<file path="src/branch_bit_pkg.sv">
// Purpose: shared types and constants for the branch and bit-operation decode slice
// Assumes: 16-bit instruction words, 8-bit data, flags ordered I T H S V N Z C (bit 7..0)
// Notes: opcode encodings are local to this slice; the fetch stage maps its words onto them
package branch_bit_pkg;
	localparam int DATA_W = 8;
	localparam int PC_W = 16;
	localparam int IO_ADDR_W = 5;
	localparam int REG_ADDR_W = 5;
	localparam int OFFSET_W = 7;
	// status flag bit positions
	localparam int FLAG_C = 0;
	localparam int FLAG_Z = 1;
	localparam int FLAG_N = 2;
	localparam int FLAG_V = 3;
	localparam int FLAG_S = 4;
	localparam int FLAG_H = 5;
	localparam int FLAG_T = 6;
	localparam int FLAG_I = 7;
	// values after reset
	localparam logic [PC_W-1:0] PC_RESET = 16'h0000;
	localparam logic [DATA_W-1:0] FLAGS_RESET = 8'h00;
	// cycle counts
	localparam logic [1:0] CYCLES_ONE = 2'h1;
	localparam logic [1:0] CYCLES_TWO = 2'h2;
	localparam logic [1:0] CYCLES_THREE = 2'h3;
	// word steps
	localparam logic [PC_W-1:0] STEP_ONE = 16'h0001;
	localparam logic [PC_W-1:0] STEP_TWO = 16'h0002;
	localparam logic [PC_W-1:0] STEP_THREE = 16'h0003;

	typedef enum logic [4:0] {
		OP_NONE = 5'h00,
		OP_SKIP_IF_IO_BIT_SET = 5'h01,
		OP_BRANCH_ON_STATUS_BIT_SET = 5'h02,
		OP_BRANCH_ON_STATUS_BIT_CLEAR = 5'h03,
		OP_BRANCH_IF_EQUAL = 5'h04,
		OP_BRANCH_IF_NOT_EQUAL = 5'h05,
		OP_BRANCH_IF_CARRY_SET = 5'h06,
		OP_BRANCH_IF_CARRY_CLEAR = 5'h07,
		OP_BRANCH_IF_SAME_OR_HIGHER = 5'h08,
		OP_BRANCH_IF_LOWER = 5'h09,
		OP_BRANCH_IF_MINUS = 5'h0A,
		OP_BRANCH_IF_PLUS = 5'h0B,
		OP_BRANCH_IF_GREATER_EQUAL_SIGNED = 5'h0C,
		OP_BRANCH_IF_LESS_SIGNED = 5'h0D,
		OP_BRANCH_IF_HALF_CARRY_SET = 5'h0E,
		OP_BRANCH_IF_HALF_CARRY_CLEAR = 5'h0F,
		OP_BRANCH_IF_OVERFLOW_CLEAR = 5'h10,
		OP_BRANCH_IF_INTERRUPTS_ENABLED = 5'h11,
		OP_SET_IO_BIT = 5'h12,
		OP_CLEAR_IO_BIT = 5'h13,
		OP_ROTATE_LEFT_THROUGH_CARRY = 5'h14,
		OP_ROTATE_RIGHT_THROUGH_CARRY = 5'h15,
		OP_BIT_STORE_TO_TRANSFER_FLAG = 5'h16,
		OP_BIT_LOAD_FROM_TRANSFER_FLAG = 5'h17
	} opcode_type;

	// one decoded instruction from fetch
	typedef struct packed {
		opcode_type op;
		logic [2:0] bitSel;
		logic [IO_ADDR_W-1:0] ioAddr;
		logic [REG_ADDR_W-1:0] regAddr;
		logic [OFFSET_W-1:0] offset;
		logic nextIsLong;
	} instr_type;

	// write request toward the I/O space or the register file
	typedef struct packed {
		logic ioWrite;
		logic [IO_ADDR_W-1:0] ioAddr;
		logic [DATA_W-1:0] ioData;
		logic regWrite;
		logic [REG_ADDR_W-1:0] regAddr;
		logic [DATA_W-1:0] regData;
	} write_type;

	typedef enum logic [2:0] {
		ST_IDLE = 3'b001,
		ST_WAIT = 3'b010,
		ST_IO_WRITE = 3'b100
	} state_type;
endpackage

</file>
<file path="src/branch_and_bit_ops_decoder.sv">
// Purpose: executes skip, conditional branch, I/O bit set/clear, rotate and bit transfer instructions
// Assumes: fetch presents one instruction with instrValid while busy is low; I/O read data is same-cycle
// Notes: the block owns the program counter and the status flags for this slice
`timescale 1ns/1ps
`default_nettype none
module branch_and_bit_ops_decoder (
	// clock and reset
	input wire logic ref_clk,
	input wire logic rstn,
	// instruction from fetch
	input wire logic instrValid,
	input wire branch_bit_pkg::instr_type instr,
	// operand reads
	input wire logic [branch_bit_pkg::DATA_W-1:0] ioReadData,
	input wire logic [branch_bit_pkg::DATA_W-1:0] regReadData,
	// flag load from other units
	input wire logic flagsLoad,
	input wire logic [branch_bit_pkg::DATA_W-1:0] flagsIn,
	// state and writes out
	output logic busy,
	output logic [branch_bit_pkg::PC_W-1:0] pc,
	output logic [branch_bit_pkg::DATA_W-1:0] statusFlags,
	output branch_bit_pkg::write_type writes,
	output logic [1:0] lastCycles
);
	import branch_bit_pkg::*;

	logic isBranch;
	logic taken;
	state_type state, next_state;
	logic [PC_W-1:0] next_pc;
	logic [DATA_W-1:0] next_statusFlags;
	write_type next_writes;
	logic [1:0] next_lastCycles;
	logic [1:0] waitLeft, next_waitLeft;
	logic [DATA_W-1:0] pendingIo, next_pendingIo;
	logic [IO_ADDR_W-1:0] pendingAddr, next_pendingAddr;
	logic [PC_W-1:0] offsetExt;
	logic [DATA_W-1:0] rotated;
	logic rotCarry;
	logic accept;
	logic ioBitSet;
	logic next_busy;

	branch_condition cond (
		.op(instr.op),
		.bitSel(instr.bitSel),
		.flags(statusFlags),
		.isBranch(isBranch),
		.taken(taken)
	);

	// sign-extend the word offset so backward branches wrap correctly
	assign offsetExt = {{(PC_W-OFFSET_W){instr.offset[OFFSET_W-1]}}, instr.offset};
	assign accept = instrValid && (state == ST_IDLE);
	// skip test reads the I/O value in the accept cycle; no stale copy is kept
	assign ioBitSet = ioReadData[instr.bitSel];

	// both rotate directions share one result path; the carry leaves from the far end
	always_comb begin
		if (instr.op == OP_ROTATE_LEFT_THROUGH_CARRY) begin
			rotated = {regReadData[DATA_W-2:0], statusFlags[FLAG_C]};
			rotCarry = regReadData[DATA_W-1];
		end else begin
			rotated = {statusFlags[FLAG_C], regReadData[DATA_W-1:1]};
			rotCarry = regReadData[0];
		end
	end

	// sequencing: program counter, cycle cost and the dead cycles after a change of flow
	always_comb begin
		next_state = state;
		next_pc = pc;
		next_lastCycles = lastCycles;
		next_waitLeft = waitLeft;
		case (state)
			ST_IDLE: begin
				if (accept) begin
					next_pc = pc + STEP_ONE;
					next_lastCycles = CYCLES_ONE;
					if (isBranch && taken) begin
						// the refetch after a taken branch is the extra cycle
						next_pc = pc + STEP_ONE + offsetExt;
						next_lastCycles = CYCLES_TWO;
						next_waitLeft = CYCLES_ONE;
						next_state = ST_WAIT;
					end
					case (instr.op)
						OP_SKIP_IF_IO_BIT_SET: begin
							if (ioBitSet) begin
								// skipping a two-word instruction costs one extra cycle
								next_pc = pc + (instr.nextIsLong ? STEP_THREE : STEP_TWO);
								next_lastCycles = instr.nextIsLong ? CYCLES_THREE : CYCLES_TWO;
								next_waitLeft = instr.nextIsLong ? CYCLES_TWO : CYCLES_ONE;
								next_state = ST_WAIT;
							end
						end
						OP_SET_IO_BIT, OP_CLEAR_IO_BIT: begin
							next_lastCycles = CYCLES_TWO;
							next_state = ST_IO_WRITE;
						end
						default: begin
						end
					endcase
				end
			end
			ST_WAIT: begin
				// dead cycles while fetch refills after a change of flow
				next_waitLeft = waitLeft - 2'h1;
				if (waitLeft == CYCLES_ONE) begin
					next_state = ST_IDLE;
				end
			end
			ST_IO_WRITE: begin
				next_state = ST_IDLE;
			end
			default: next_state = ST_IDLE;
		endcase
		// busy is a flop so fetch sees a clean stall from the cycle after acceptance
		next_busy = (next_state != ST_IDLE);
	end

	// sequencing registers
	always_ff @(posedge ref_clk or negedge rstn) begin
		if (!rstn) begin
			state <= ST_IDLE;
			pc <= PC_RESET;
			lastCycles <= '0;
			waitLeft <= '0;
			busy <= 1'b0;
		end else begin
			state <= next_state;
			pc <= next_pc;
			lastCycles <= next_lastCycles;
			waitLeft <= next_waitLeft;
			busy <= next_busy;
		end
	end

	// status flags: an instruction's own flag result overrides a load from elsewhere in the same cycle
	always_comb begin
		next_statusFlags = statusFlags;
		if (flagsLoad) begin
			next_statusFlags = flagsIn;
		end
		if (accept) begin
			case (instr.op)
				OP_ROTATE_LEFT_THROUGH_CARRY, OP_ROTATE_RIGHT_THROUGH_CARRY: begin
					next_statusFlags[FLAG_C] = rotCarry;
					next_statusFlags[FLAG_Z] = (rotated == '0);
					next_statusFlags[FLAG_N] = rotated[DATA_W-1];
					// overflow is N xor new carry; S follows N xor V
					next_statusFlags[FLAG_V] = rotated[DATA_W-1] ^ rotCarry;
					next_statusFlags[FLAG_S] = rotated[DATA_W-1] ^ next_statusFlags[FLAG_V];
				end
				OP_BIT_STORE_TO_TRANSFER_FLAG: begin
					next_statusFlags[FLAG_T] = regReadData[instr.bitSel];
				end
				default: begin
				end
			endcase
		end
	end

	// status flag register; branches, skips and I/O bit writes never touch it
	always_ff @(posedge ref_clk or negedge rstn) begin
		if (!rstn) begin
			statusFlags <= FLAGS_RESET;
		end else begin
			statusFlags <= next_statusFlags;
		end
	end

	// write pulses: register results in the accept cycle, the I/O write one cycle later
	always_comb begin
		next_writes = '0;
		next_pendingIo = pendingIo;
		next_pendingAddr = pendingAddr;
		if (accept) begin
			case (instr.op)
				OP_SET_IO_BIT, OP_CLEAR_IO_BIT: begin
					// read-modify-write: only the addressed bit changes
					next_pendingIo = ioReadData;
					next_pendingIo[instr.bitSel] = (instr.op == OP_SET_IO_BIT);
					next_pendingAddr = instr.ioAddr;
				end
				OP_ROTATE_LEFT_THROUGH_CARRY, OP_ROTATE_RIGHT_THROUGH_CARRY: begin
					next_writes.regWrite = 1'b1;
					next_writes.regAddr = instr.regAddr;
					next_writes.regData = rotated;
				end
				OP_BIT_LOAD_FROM_TRANSFER_FLAG: begin
					next_writes.regWrite = 1'b1;
					next_writes.regAddr = instr.regAddr;
					next_writes.regData = regReadData;
					next_writes.regData[instr.bitSel] = statusFlags[FLAG_T];
				end
				default: begin
				end
			endcase
		end
		// the held value goes out in the second cycle; the target is not read again, so a change in between is lost
		if (state == ST_IO_WRITE) begin
			next_writes.ioWrite = 1'b1;
			next_writes.ioAddr = pendingAddr;
			next_writes.ioData = pendingIo;
		end
	end

	// write and pending registers; a reset drops a pending I/O write
	always_ff @(posedge ref_clk or negedge rstn) begin
		if (!rstn) begin
			writes <= '0;
			pendingIo <= '0;
			pendingAddr <= '0;
		end else begin
			writes <= next_writes;
			pendingIo <= next_pendingIo;
			pendingAddr <= next_pendingAddr;
		end
	end
endmodule
`default_nettype wire

</file>
<file path="src/branch_condition.sv">
// Purpose: evaluates whether a conditional branch is taken
// Assumes: flags follow the package bit layout
// Notes: pure combinational; the caller registers the result
`timescale 1ns/1ps
`default_nettype none
module branch_condition (
	// decoded operation
	input wire branch_bit_pkg::opcode_type op,
	input wire logic [2:0] bitSel,
	// current status flags
	input wire logic [7:0] flags,
	// result
	output logic isBranch,
	output logic taken
);
	import branch_bit_pkg::*;

	// condition per opcode; the named forms are fixed-bit cases of the generic ones, except the signed pair, which tests N xor V rather than S
	always_comb begin
		isBranch = 1'b1;
		taken = 1'b0;
		case (op)
			OP_BRANCH_ON_STATUS_BIT_SET: taken = flags[bitSel];
			OP_BRANCH_ON_STATUS_BIT_CLEAR: taken = ~flags[bitSel];
			OP_BRANCH_IF_EQUAL: taken = flags[FLAG_Z];
			OP_BRANCH_IF_NOT_EQUAL: taken = ~flags[FLAG_Z];
			OP_BRANCH_IF_CARRY_SET, OP_BRANCH_IF_LOWER: taken = flags[FLAG_C];
			OP_BRANCH_IF_CARRY_CLEAR, OP_BRANCH_IF_SAME_OR_HIGHER: taken = ~flags[FLAG_C];
			OP_BRANCH_IF_MINUS: taken = flags[FLAG_N];
			OP_BRANCH_IF_PLUS: taken = ~flags[FLAG_N];
			OP_BRANCH_IF_GREATER_EQUAL_SIGNED: taken = ~(flags[FLAG_N] ^ flags[FLAG_V]);
			OP_BRANCH_IF_LESS_SIGNED: taken = flags[FLAG_N] ^ flags[FLAG_V];
			OP_BRANCH_IF_HALF_CARRY_SET: taken = flags[FLAG_H];
			OP_BRANCH_IF_HALF_CARRY_CLEAR: taken = ~flags[FLAG_H];
			OP_BRANCH_IF_OVERFLOW_CLEAR: taken = ~flags[FLAG_V];
			OP_BRANCH_IF_INTERRUPTS_ENABLED: taken = flags[FLAG_I];
			default: isBranch = 1'b0;
		endcase
	end
endmodule
`default_nettype wire

</file>
<file path="config.mk">
export PLATFORM = sky130hd
export DESIGN_NAME = branch_and_bit_ops_decoder
export DESIGN_NICKNAME = d
export VERILOG_FILES = /design/src/branch_bit_pkg.sv /design/src/branch_and_bit_ops_decoder.sv /design/src/branch_condition.sv
export SDC_FILE = /design/constraint.sdc
export NUM_CORES = 1
export LEC_CHECK = 0
export BUFFER_PORTS_ARGS = -buffer_cell sky130_fd_sc_hd__buf_2
export CORE_MARGIN = 8
export CORE_UTILIZATION = 51
export CTS_BUF_LIST = sky130_fd_sc_hd__clkbuf_8
export CTS_CLUSTER_SIZE = 24
export DETAILED_ROUTE_END_ITERATION = 10
export GPL_TIMING_DRIVEN = 0
export PLACE_DENSITY = 0.8
export SLEW_MARGIN = 20
export SYNTH_ARGS = -nofsm -noshare
export SYNTH_HDL_FRONTEND = slang
export SYNTH_SLANG_ARGS = --single-unit
export TNS_END_PERCENT = 30
</file>
<file path="constraint.sdc">
create_clock -name ref_clk -period 3.5 [get_ports ref_clk]
set_clock_uncertainty 0.15 [all_clocks]
set_input_delay 0.525 -clock ref_clk [delete_from_list [all_inputs] [get_ports ref_clk]]
set_output_delay 0.525 -clock ref_clk [all_outputs]
set_load 0.01 [all_outputs]
</file>
==> summary.md, run 1 <==
| Metric | Value |
|---|---|
| Area share of fa/ha/maj cells after synthesis | 5.17% |
| Yosys top cell area share | 36.1% |
| Row count | 36 |
| CP startpoint kind | register |
| Syn Nets | 613 |
| Seq/Total Area, Yosys | 36.7% |
| WL final | 14,200 µm |
| Nets | 738 |
| GPL Wtd Cong | 0.946 |
| Main combinational cell family by area after synthesis | simple AND/OR/NAND/NOR gates |
| Worst-Skew Late Latency | 370 ps |
| Clk sink count | 73 |
| Commonest cells post-synth | 72 x dfrtp_1, 50 x nor2_1, 45 x mux2i_1 |
| N_diodes | 0 |
| Design Power | 3.91 mW |
| Boundary pin count | 109 |
| Reg-to-reg endpoint | pc[15] |
| EDFF count, synth | 0 |
| Mapped Area | 4990 µm² |
| Placed cell areas | 5710 µm² |
| Final Max Slew Viols | 0 |
| Post-Synth XOR/XNOR Area | 5.09% |
| R2R setup slack | 180 ps |
| Synth area leader | dfrtp_1 |
| Hold path cells | 2 |
| CTS tree | yes |
| First-pass GRT wire length | 22,800 µm |
| Drt pass-1 iters | 5 |
| Routed len/inst | 17.7 µm |
| Mux cell area share after synthesis | 13.8% |
| Final WS setup | 181 ps |
| ANT nets after route | 0 |
| Worst hold start | instr[11] |
| DR iter-0 viols | 367 |
| Worst hold slack | 225 ps |
| Count of cell types in the netlist | 64 |
| Number of antenna violations at the first check in global routing | 0 |
| DP Cell Count | 778 |
| Post-synthesis simple-gate area fraction | 17.8% |
| # DRC | 0 |
| Post-synthesis compound-gate area fraction | 17.4% |
| Pin count of the biggest net entering global routing | 52 |
| Synthesized flop and latch total | 73 |
| Die ar. | 13,200 µm² |
| Root buf cell | clkbuf_8 |
| Hold endpoint | writes[11] |
| Clk slew on worst S/H paths | 90 ps |
| Total Negative Setup Slacks | 0 ps |
| Worst Reg-to-Reg Cells | 11 |
| Status | completed |
| Final setup fails | 0 |
| VDD IR max | 0.391 mV |
| Arr. time, crit path | 3450 ps |
| Hold crit path type | in2reg |
| Most frequent cell after synthesis | dfrtp_1 |
| Area Growth Syn to Fin | 21.7% |
| Unrepaired setup endpoints after global routing | false |
| Max H-tree Level | 3 |
| Top FF cell, synth | dfrtp_1 |
| Die W | 115 µm |
| Cells after Synth | 539 |
| CTS buffer count | 9 |
| Final Cell Area | 6070 µm² |
| Yosys warnings | 0 |
| Required @ worst endpoint | 3630 ps |
| Final Instance Count excl. Fillers | 802 |
| Final Hold Vio Count | 0 |
| FMAX | 0.301 GHz |
| Syn avg cell area | 9.25 µm² |
| Kind of end point of the critical path | register |
| Post-synth ARST share | 100% |
| Final period utilization | 94.8% |
| Worst-Margin Slew | 752 ps |
| Chip height | 115 µm |
| Reg-to-reg startpoint | pc[2] |
| Slew HR | 49.8% |
| Pleak | 2.81 nW |
| Vias in the first global route | 4,715 |
| Synth area leaders | dfrtp_1 36%, mux2i_1 9.0%, ha_1 4.8% |
| Starting Density | 51.7% |
| Clock Tree Buf Depth | 2 |
| IO buf count | 105 |
| Dpl ws | -399 ps |
| Total gr overflow | 0 |
| Via count | 4,690 |
| Worst Path Max Fanout | 6 |
| Max-Cap Viols | 0 |
| Via density | 5.85 |
| Share of cells above drive strength 1 | 27.5% |
| Post-DP HPWL | 10,700 µm |
| Fin crit period | 3320 ps |
| Final core occ | 63.0% |
| Area of the core | 9640 µm² |
| Tot GR Track Use | 21.5% |
| Pwr per Cell Area | 644 nW/µm² |
| Crit Path Category | reg2reg |
worst max path at each step:
stage                     startpoint     end  slack (ps)  cells after the start
final                          pc[2]  pc[15]         180                     11
after global routing           pc[9]  pc[15]           1                     14
after CTS                      pc[0]  pc[15]         0.5                     11
after detailed placement       pc[2]  pc[12]        -400                     11
after global placement         pc[6]  pc[12]        -270                     11
after floorplan                pc[2]  pc[15]         120                     12
registers in the layout, indices dropped and copies added, names as in the netlist:
signal / cells
pc: 16
writes: 28
busy: 1
waitLeft: 2
statusFlags: 8
state: 3
pendingAddr: 5
lastCycles: 2
pendingIo: 8
layout by cell type, fill, tap and decap left out, types with 4 or more instances in the layout:
master	instances
a31oi_1	7
a21oi_1	39
xor2_1	14
nor3b_1	4
o31ai_1	4
clkbuf_1	23
dfrtp_1	63
o21ai_0	28
buf_4	15
o22ai_1	11
and3_1	4
nor4_1	10
nor2_1	50
nand4_1	7
a21o_1	5
nor3_1	7
xnor2_1	12
mux2_2	13
clkbuf_8	9
a211oi_1	7
mux2i_1	45
o211ai_1	4
nand3b_1	5
nor2b_1	5
nand2_1	30
inv_1	10
and2_1	18
dfrtp_2	9
buf_2	106
nand2b_1	5
ha_1	18
nand3_1	12
logic make-up after synthesis:
family                   Yosys count
AO/OA/AOI/OAI                    134
XOR/XNOR                          29
adder cells (fa/ha/maj)           20
buffers and inverters             48
flip-flops                        73
multiplexers                      62
AND/OR/NAND/NOR                  173
power by group:
part | leakage, nW | switching (mW) | internal (mW)
clock | 0.106 | 0.367 | 0.343
sequential | 0.915 | 0.195 | 1.03
combinational | 1.78 | 1.10 | 0.868
what timing repair did:
action / 4_1_cts / 5_1_grt
resized for setup: 4 / 17
pin swaps: 1 / 0
hold buffers: 1 / 0
hold endpoints to repair: 22 / 0
setup buffers: 0 / 12
setup endpoints to repair: 4 / 4
layout make-up:
| cell class | instances | area (µm²) |
|---|---|---|
| buffer | 32 | 141 |
| inverter | 11 | 41.3 |
| tap | 133 | 166 |
| sequential | 73 | 1840 |
| fill | 856 | 3570 |
| clock buffer | 9 | 124 |
| timing repair buffer | 119 | 653 |
| multi-input combinational | 418 | 3020 |
| clock inverter | 7 | 85.1 |
worst max-delay path, stage by stage, from the launching register on:
cell and delay [ps]:
dfrtp_2 420, and3_1 240, nand3_2 130, xnor2_2 170, ha_1 330, o21a_1 240
o21a_1 210, a2111o_1 440, and3_1 170, or3_1 360, and4_1 210, o31ai_1 170
metal layers:
| layer | vias to the layer above | global-route usage, % | share of wire, % |
|---|---|---|---|
| met3 | 25 | 5.78 | 7.6 |
| li1 | 2226 | - | - |
| met1 | 2235 | 25.5 | 41 |
| met2 | 204 | 36.6 | 50 |
| met4 | 0 | 7.44 | 1.6 |
| met5 | - | 0 | 0 |
Note: power is estimated with default switching activity, not from simulation.
==> run 2: changes to the inputs <==
--- a/config.mk
+++ b/config.mk
@@ -7,12 +7,12 @@
 export LEC_CHECK = 0
 export BUFFER_PORTS_ARGS = -buffer_cell sky130_fd_sc_hd__buf_2
 export CORE_MARGIN = 8
-export CORE_UTILIZATION = 51
+export CORE_UTILIZATION = 25
 export CTS_BUF_LIST = sky130_fd_sc_hd__clkbuf_8
 export CTS_CLUSTER_SIZE = 24
 export DETAILED_ROUTE_END_ITERATION = 10
 export GPL_TIMING_DRIVEN = 0
-export PLACE_DENSITY = 0.8
+export PLACE_DENSITY = 0.45
 export SLEW_MARGIN = 20
 export SYNTH_ARGS = -nofsm -noshare
 export SYNTH_HDL_FRONTEND = slang
==> summary.md, run 2 (synthesis results as in run 1) <==
| Metric | Value |
|---|---|
| Fin crit period | 3310 ps (-11.5 ps) |
| WL final | 16,300 µm (+15%) |
| Max H-tree Level | 3 (unchanged) |
| Design Power | 4.09 mW (+4.7%) |
| Kind of end point of the critical path | register |
| Top reg by flops | writes |
| Crit Path Category | reg2reg |
| Boundary pin count | 109 (unchanged) |
| Reg-to-reg endpoint | pc[15] |
| Layer with the highest usage | met2 |
| Chip height | 157 µm (+37%) |
| Hold endpoint | statusFlags[7] |
| Final core occ | 32.7% (-30 points) |
| Status | completed |
| DR iter-0 viols | 240 (-35%) |
| Via count | 4,601 (-1.9%) |
| Post-DP HPWL | 12,200 µm (+14%) |
| Required @ worst endpoint | 3630 ps (about the same) |
| Clock Tree Buf Depth | 2 (unchanged) |
| IO buf count | 105 (unchanged) |
| Worst hold slack | 213 ps (-12.2 ps) |
| Reg-to-reg startpoint | pc[2] |
| Final setup fails | 0 (unchanged) |
| Pwr per Cell Area | 641 nW/µm² (-0.42%) |
| Root buf cell | clkbuf_8 |
| Met2 Use GR | 20.9% (-16 points) |
| Max reg flops | 28 (unchanged) |
| CP startpoint kind | register |
| Pin count of the biggest net entering global routing | 53 (+1.9%) |
| N_diodes | 0 (unchanged) |
| Area Growth Syn to Fin | 28.0% |
| Tot GR Track Use | 12.8% (-8.6 points) |
| Worst Path Max Fanout | 6 (unchanged) |
| Die ar. | 24,700 µm² (+87%) |
| Row count | 51 (+42%) |
| Routed len/inst | 17.3 µm (-2.4%) |
| Worst Reg-to-Reg Cells | 11 (unchanged) |
| Worst-Skew Late Latency | 370 ps (about the same) |
| Clk slew on worst S/H paths | 100 ps (about the same) |
| Via density | 4.86 (-17%) |
| Met3 usage in global routing | 3.07% (-2.7 points) |
| CTS tree | yes |
| Met1 usage | 16.3% (-9.1 points) |
| Die W | 157 µm (+37%) |
| R2R setup slack | 190 ps (about the same) |
| VDD IR max | 0.192 mV (-51%) |
| Drt pass-1 iters | 4 (-1) |
| CTS buffer count | 9 (unchanged) |
| Total gr overflow | 0 (unchanged) |
| Final Hold Vio Count | 0 (unchanged) |
| Arr. time, crit path | 3440 ps (about the same) |
| Starting Density | 25.5% (-26 points) |
| ANT nets after route | 0 (unchanged) |
| Vias in the first global route | 4,558 (-3.3%) |
| Nets | 750 (+1.6%) |
| Max-Cap Viols | 0 (unchanged) |
| Number of antenna violations at the first check in global routing | 0 (unchanged) |
| Final Max Slew Viols | 0 (unchanged) |
| Worst hold start | flagsIn[7] |
| Final period utilization | 94.5% (-0.33 points) |
| Largest regs | writes: 28 flops, pc: 16 flops |
| GPL Wtd Cong | 0.857 (-9.5%) |
| Share of cells above drive strength 1 | 29.8% (+2.3 points) |
| Slew HR | 52.9% (+3.0 points) |
| Area of the core | 19,500 µm² (+100%) |
| First-pass GRT wire length | 24,800 µm (+9.0%) |
| Most common cell after layout, fill and taps aside | buf_2 |
| Hold path cells | 3 (+1) |
| Worst-Margin Slew | 707 ps (-45.2 ps) |
| Clk sink count | 73 (unchanged) |
| Commonest cells after routing, fill and taps aside | 106 x buf_2, 63 x dfrtp_1, 49 x nor2_1, 45 x mux2i_1, 39 x a21oi_1 |
| Pleak | 2.86 nW (+2.1%) |
| # DRC | 0 (unchanged) |
| Hold crit path type | in2reg |
| FMAX | 0.302 GHz (+0.35%) |
run 2: cell types whose count changed in the layout (fill, tap and decap cells not counted), moves of 2 or more:
cell / change
ha_4: +2
buf_4: +14
clkinv_4: -2
ha_1: -2
run 2: worst max-delay path: stages (launching register included):
cell and delay (ps):
dfrtp_2 430, and3_4 220, nand3_2 110, xnor2_2 250
ha_4 250, o21a_2 240, o21a_1 210, a2111o_1 440
and3_1 170, or3_1 370, and4_1 210, o31ai_1 170
run 2: final cells by class:
cell class                      instances  area (µm²)
Buffer                                 31         138
Clock buffer                           10         138
Clock inverter                          6        72.6
Fill cell                            2108       13100
Inverter                               11        41.3
Multi-Input combinational cell        418        3070
Sequential cell                        73        1840
Tap cell                              265         332
Timing Repair Buffer                  132         753
run 2: what timing repair did:
| action | in CTS | in global routing |
|---|---|---|
| hold buffers | 1 | 0 |
| endpoints found under the hold margin | 21 | 0 |
| setup buffers | 0 | 25 |
| setup endpoints to repair | 5 | 4 |
| pin swaps | 0 | 8 |
| gates resized for setup | 8 | 20 |
run 2: stage by stage:
stage / setup WS, ps / setup TNS, ps / area [µm²] / instances
after floorplan: 124 / 0 / 4990 / 539
after global placement: -449 / -1560 / 5840 / 909
after detailed placement: -530 / -1830 / 5870 / 910
after CTS: 3.90 / 0 / 6100 / 922
after global routing: -27.0 / -27.0 / 6380 / 946
final: 192 / 0 / 6380 / 946
run 2: layer usage:
| metal | share of wire, % | up-vias |
|---|---|---|
| li1 | - | 2257 |
| met1 | 45 | 2218 |
| met2 | 48 | 111 |
| met3 | 5.7 | 15 |
| met4 | 1.5 | 0 |
| met5 | 0 | - |
run 2: how the worst max path moves through the flow:
stage / startpoint / to / slack [ps]
2_1_floorplan: pc[2] / pc[15] / 120
3_3_place_gp: pc[2] / pc[10] / -450
3_5_place_dp: pc[2] / pc[12] / -530
4_1_cts: pc[1] / pc[15] / 4
5_1_grt: pc[5] / pc[15] / -30
6_report: pc[2] / pc[15] / 190
run 2: report_power, final:
group          total [mW]  internal [mW]  switching (mW)
registers            1.24           1.03           0.209
clock network       0.730          0.358           0.373
logic                2.12          0.969            1.15
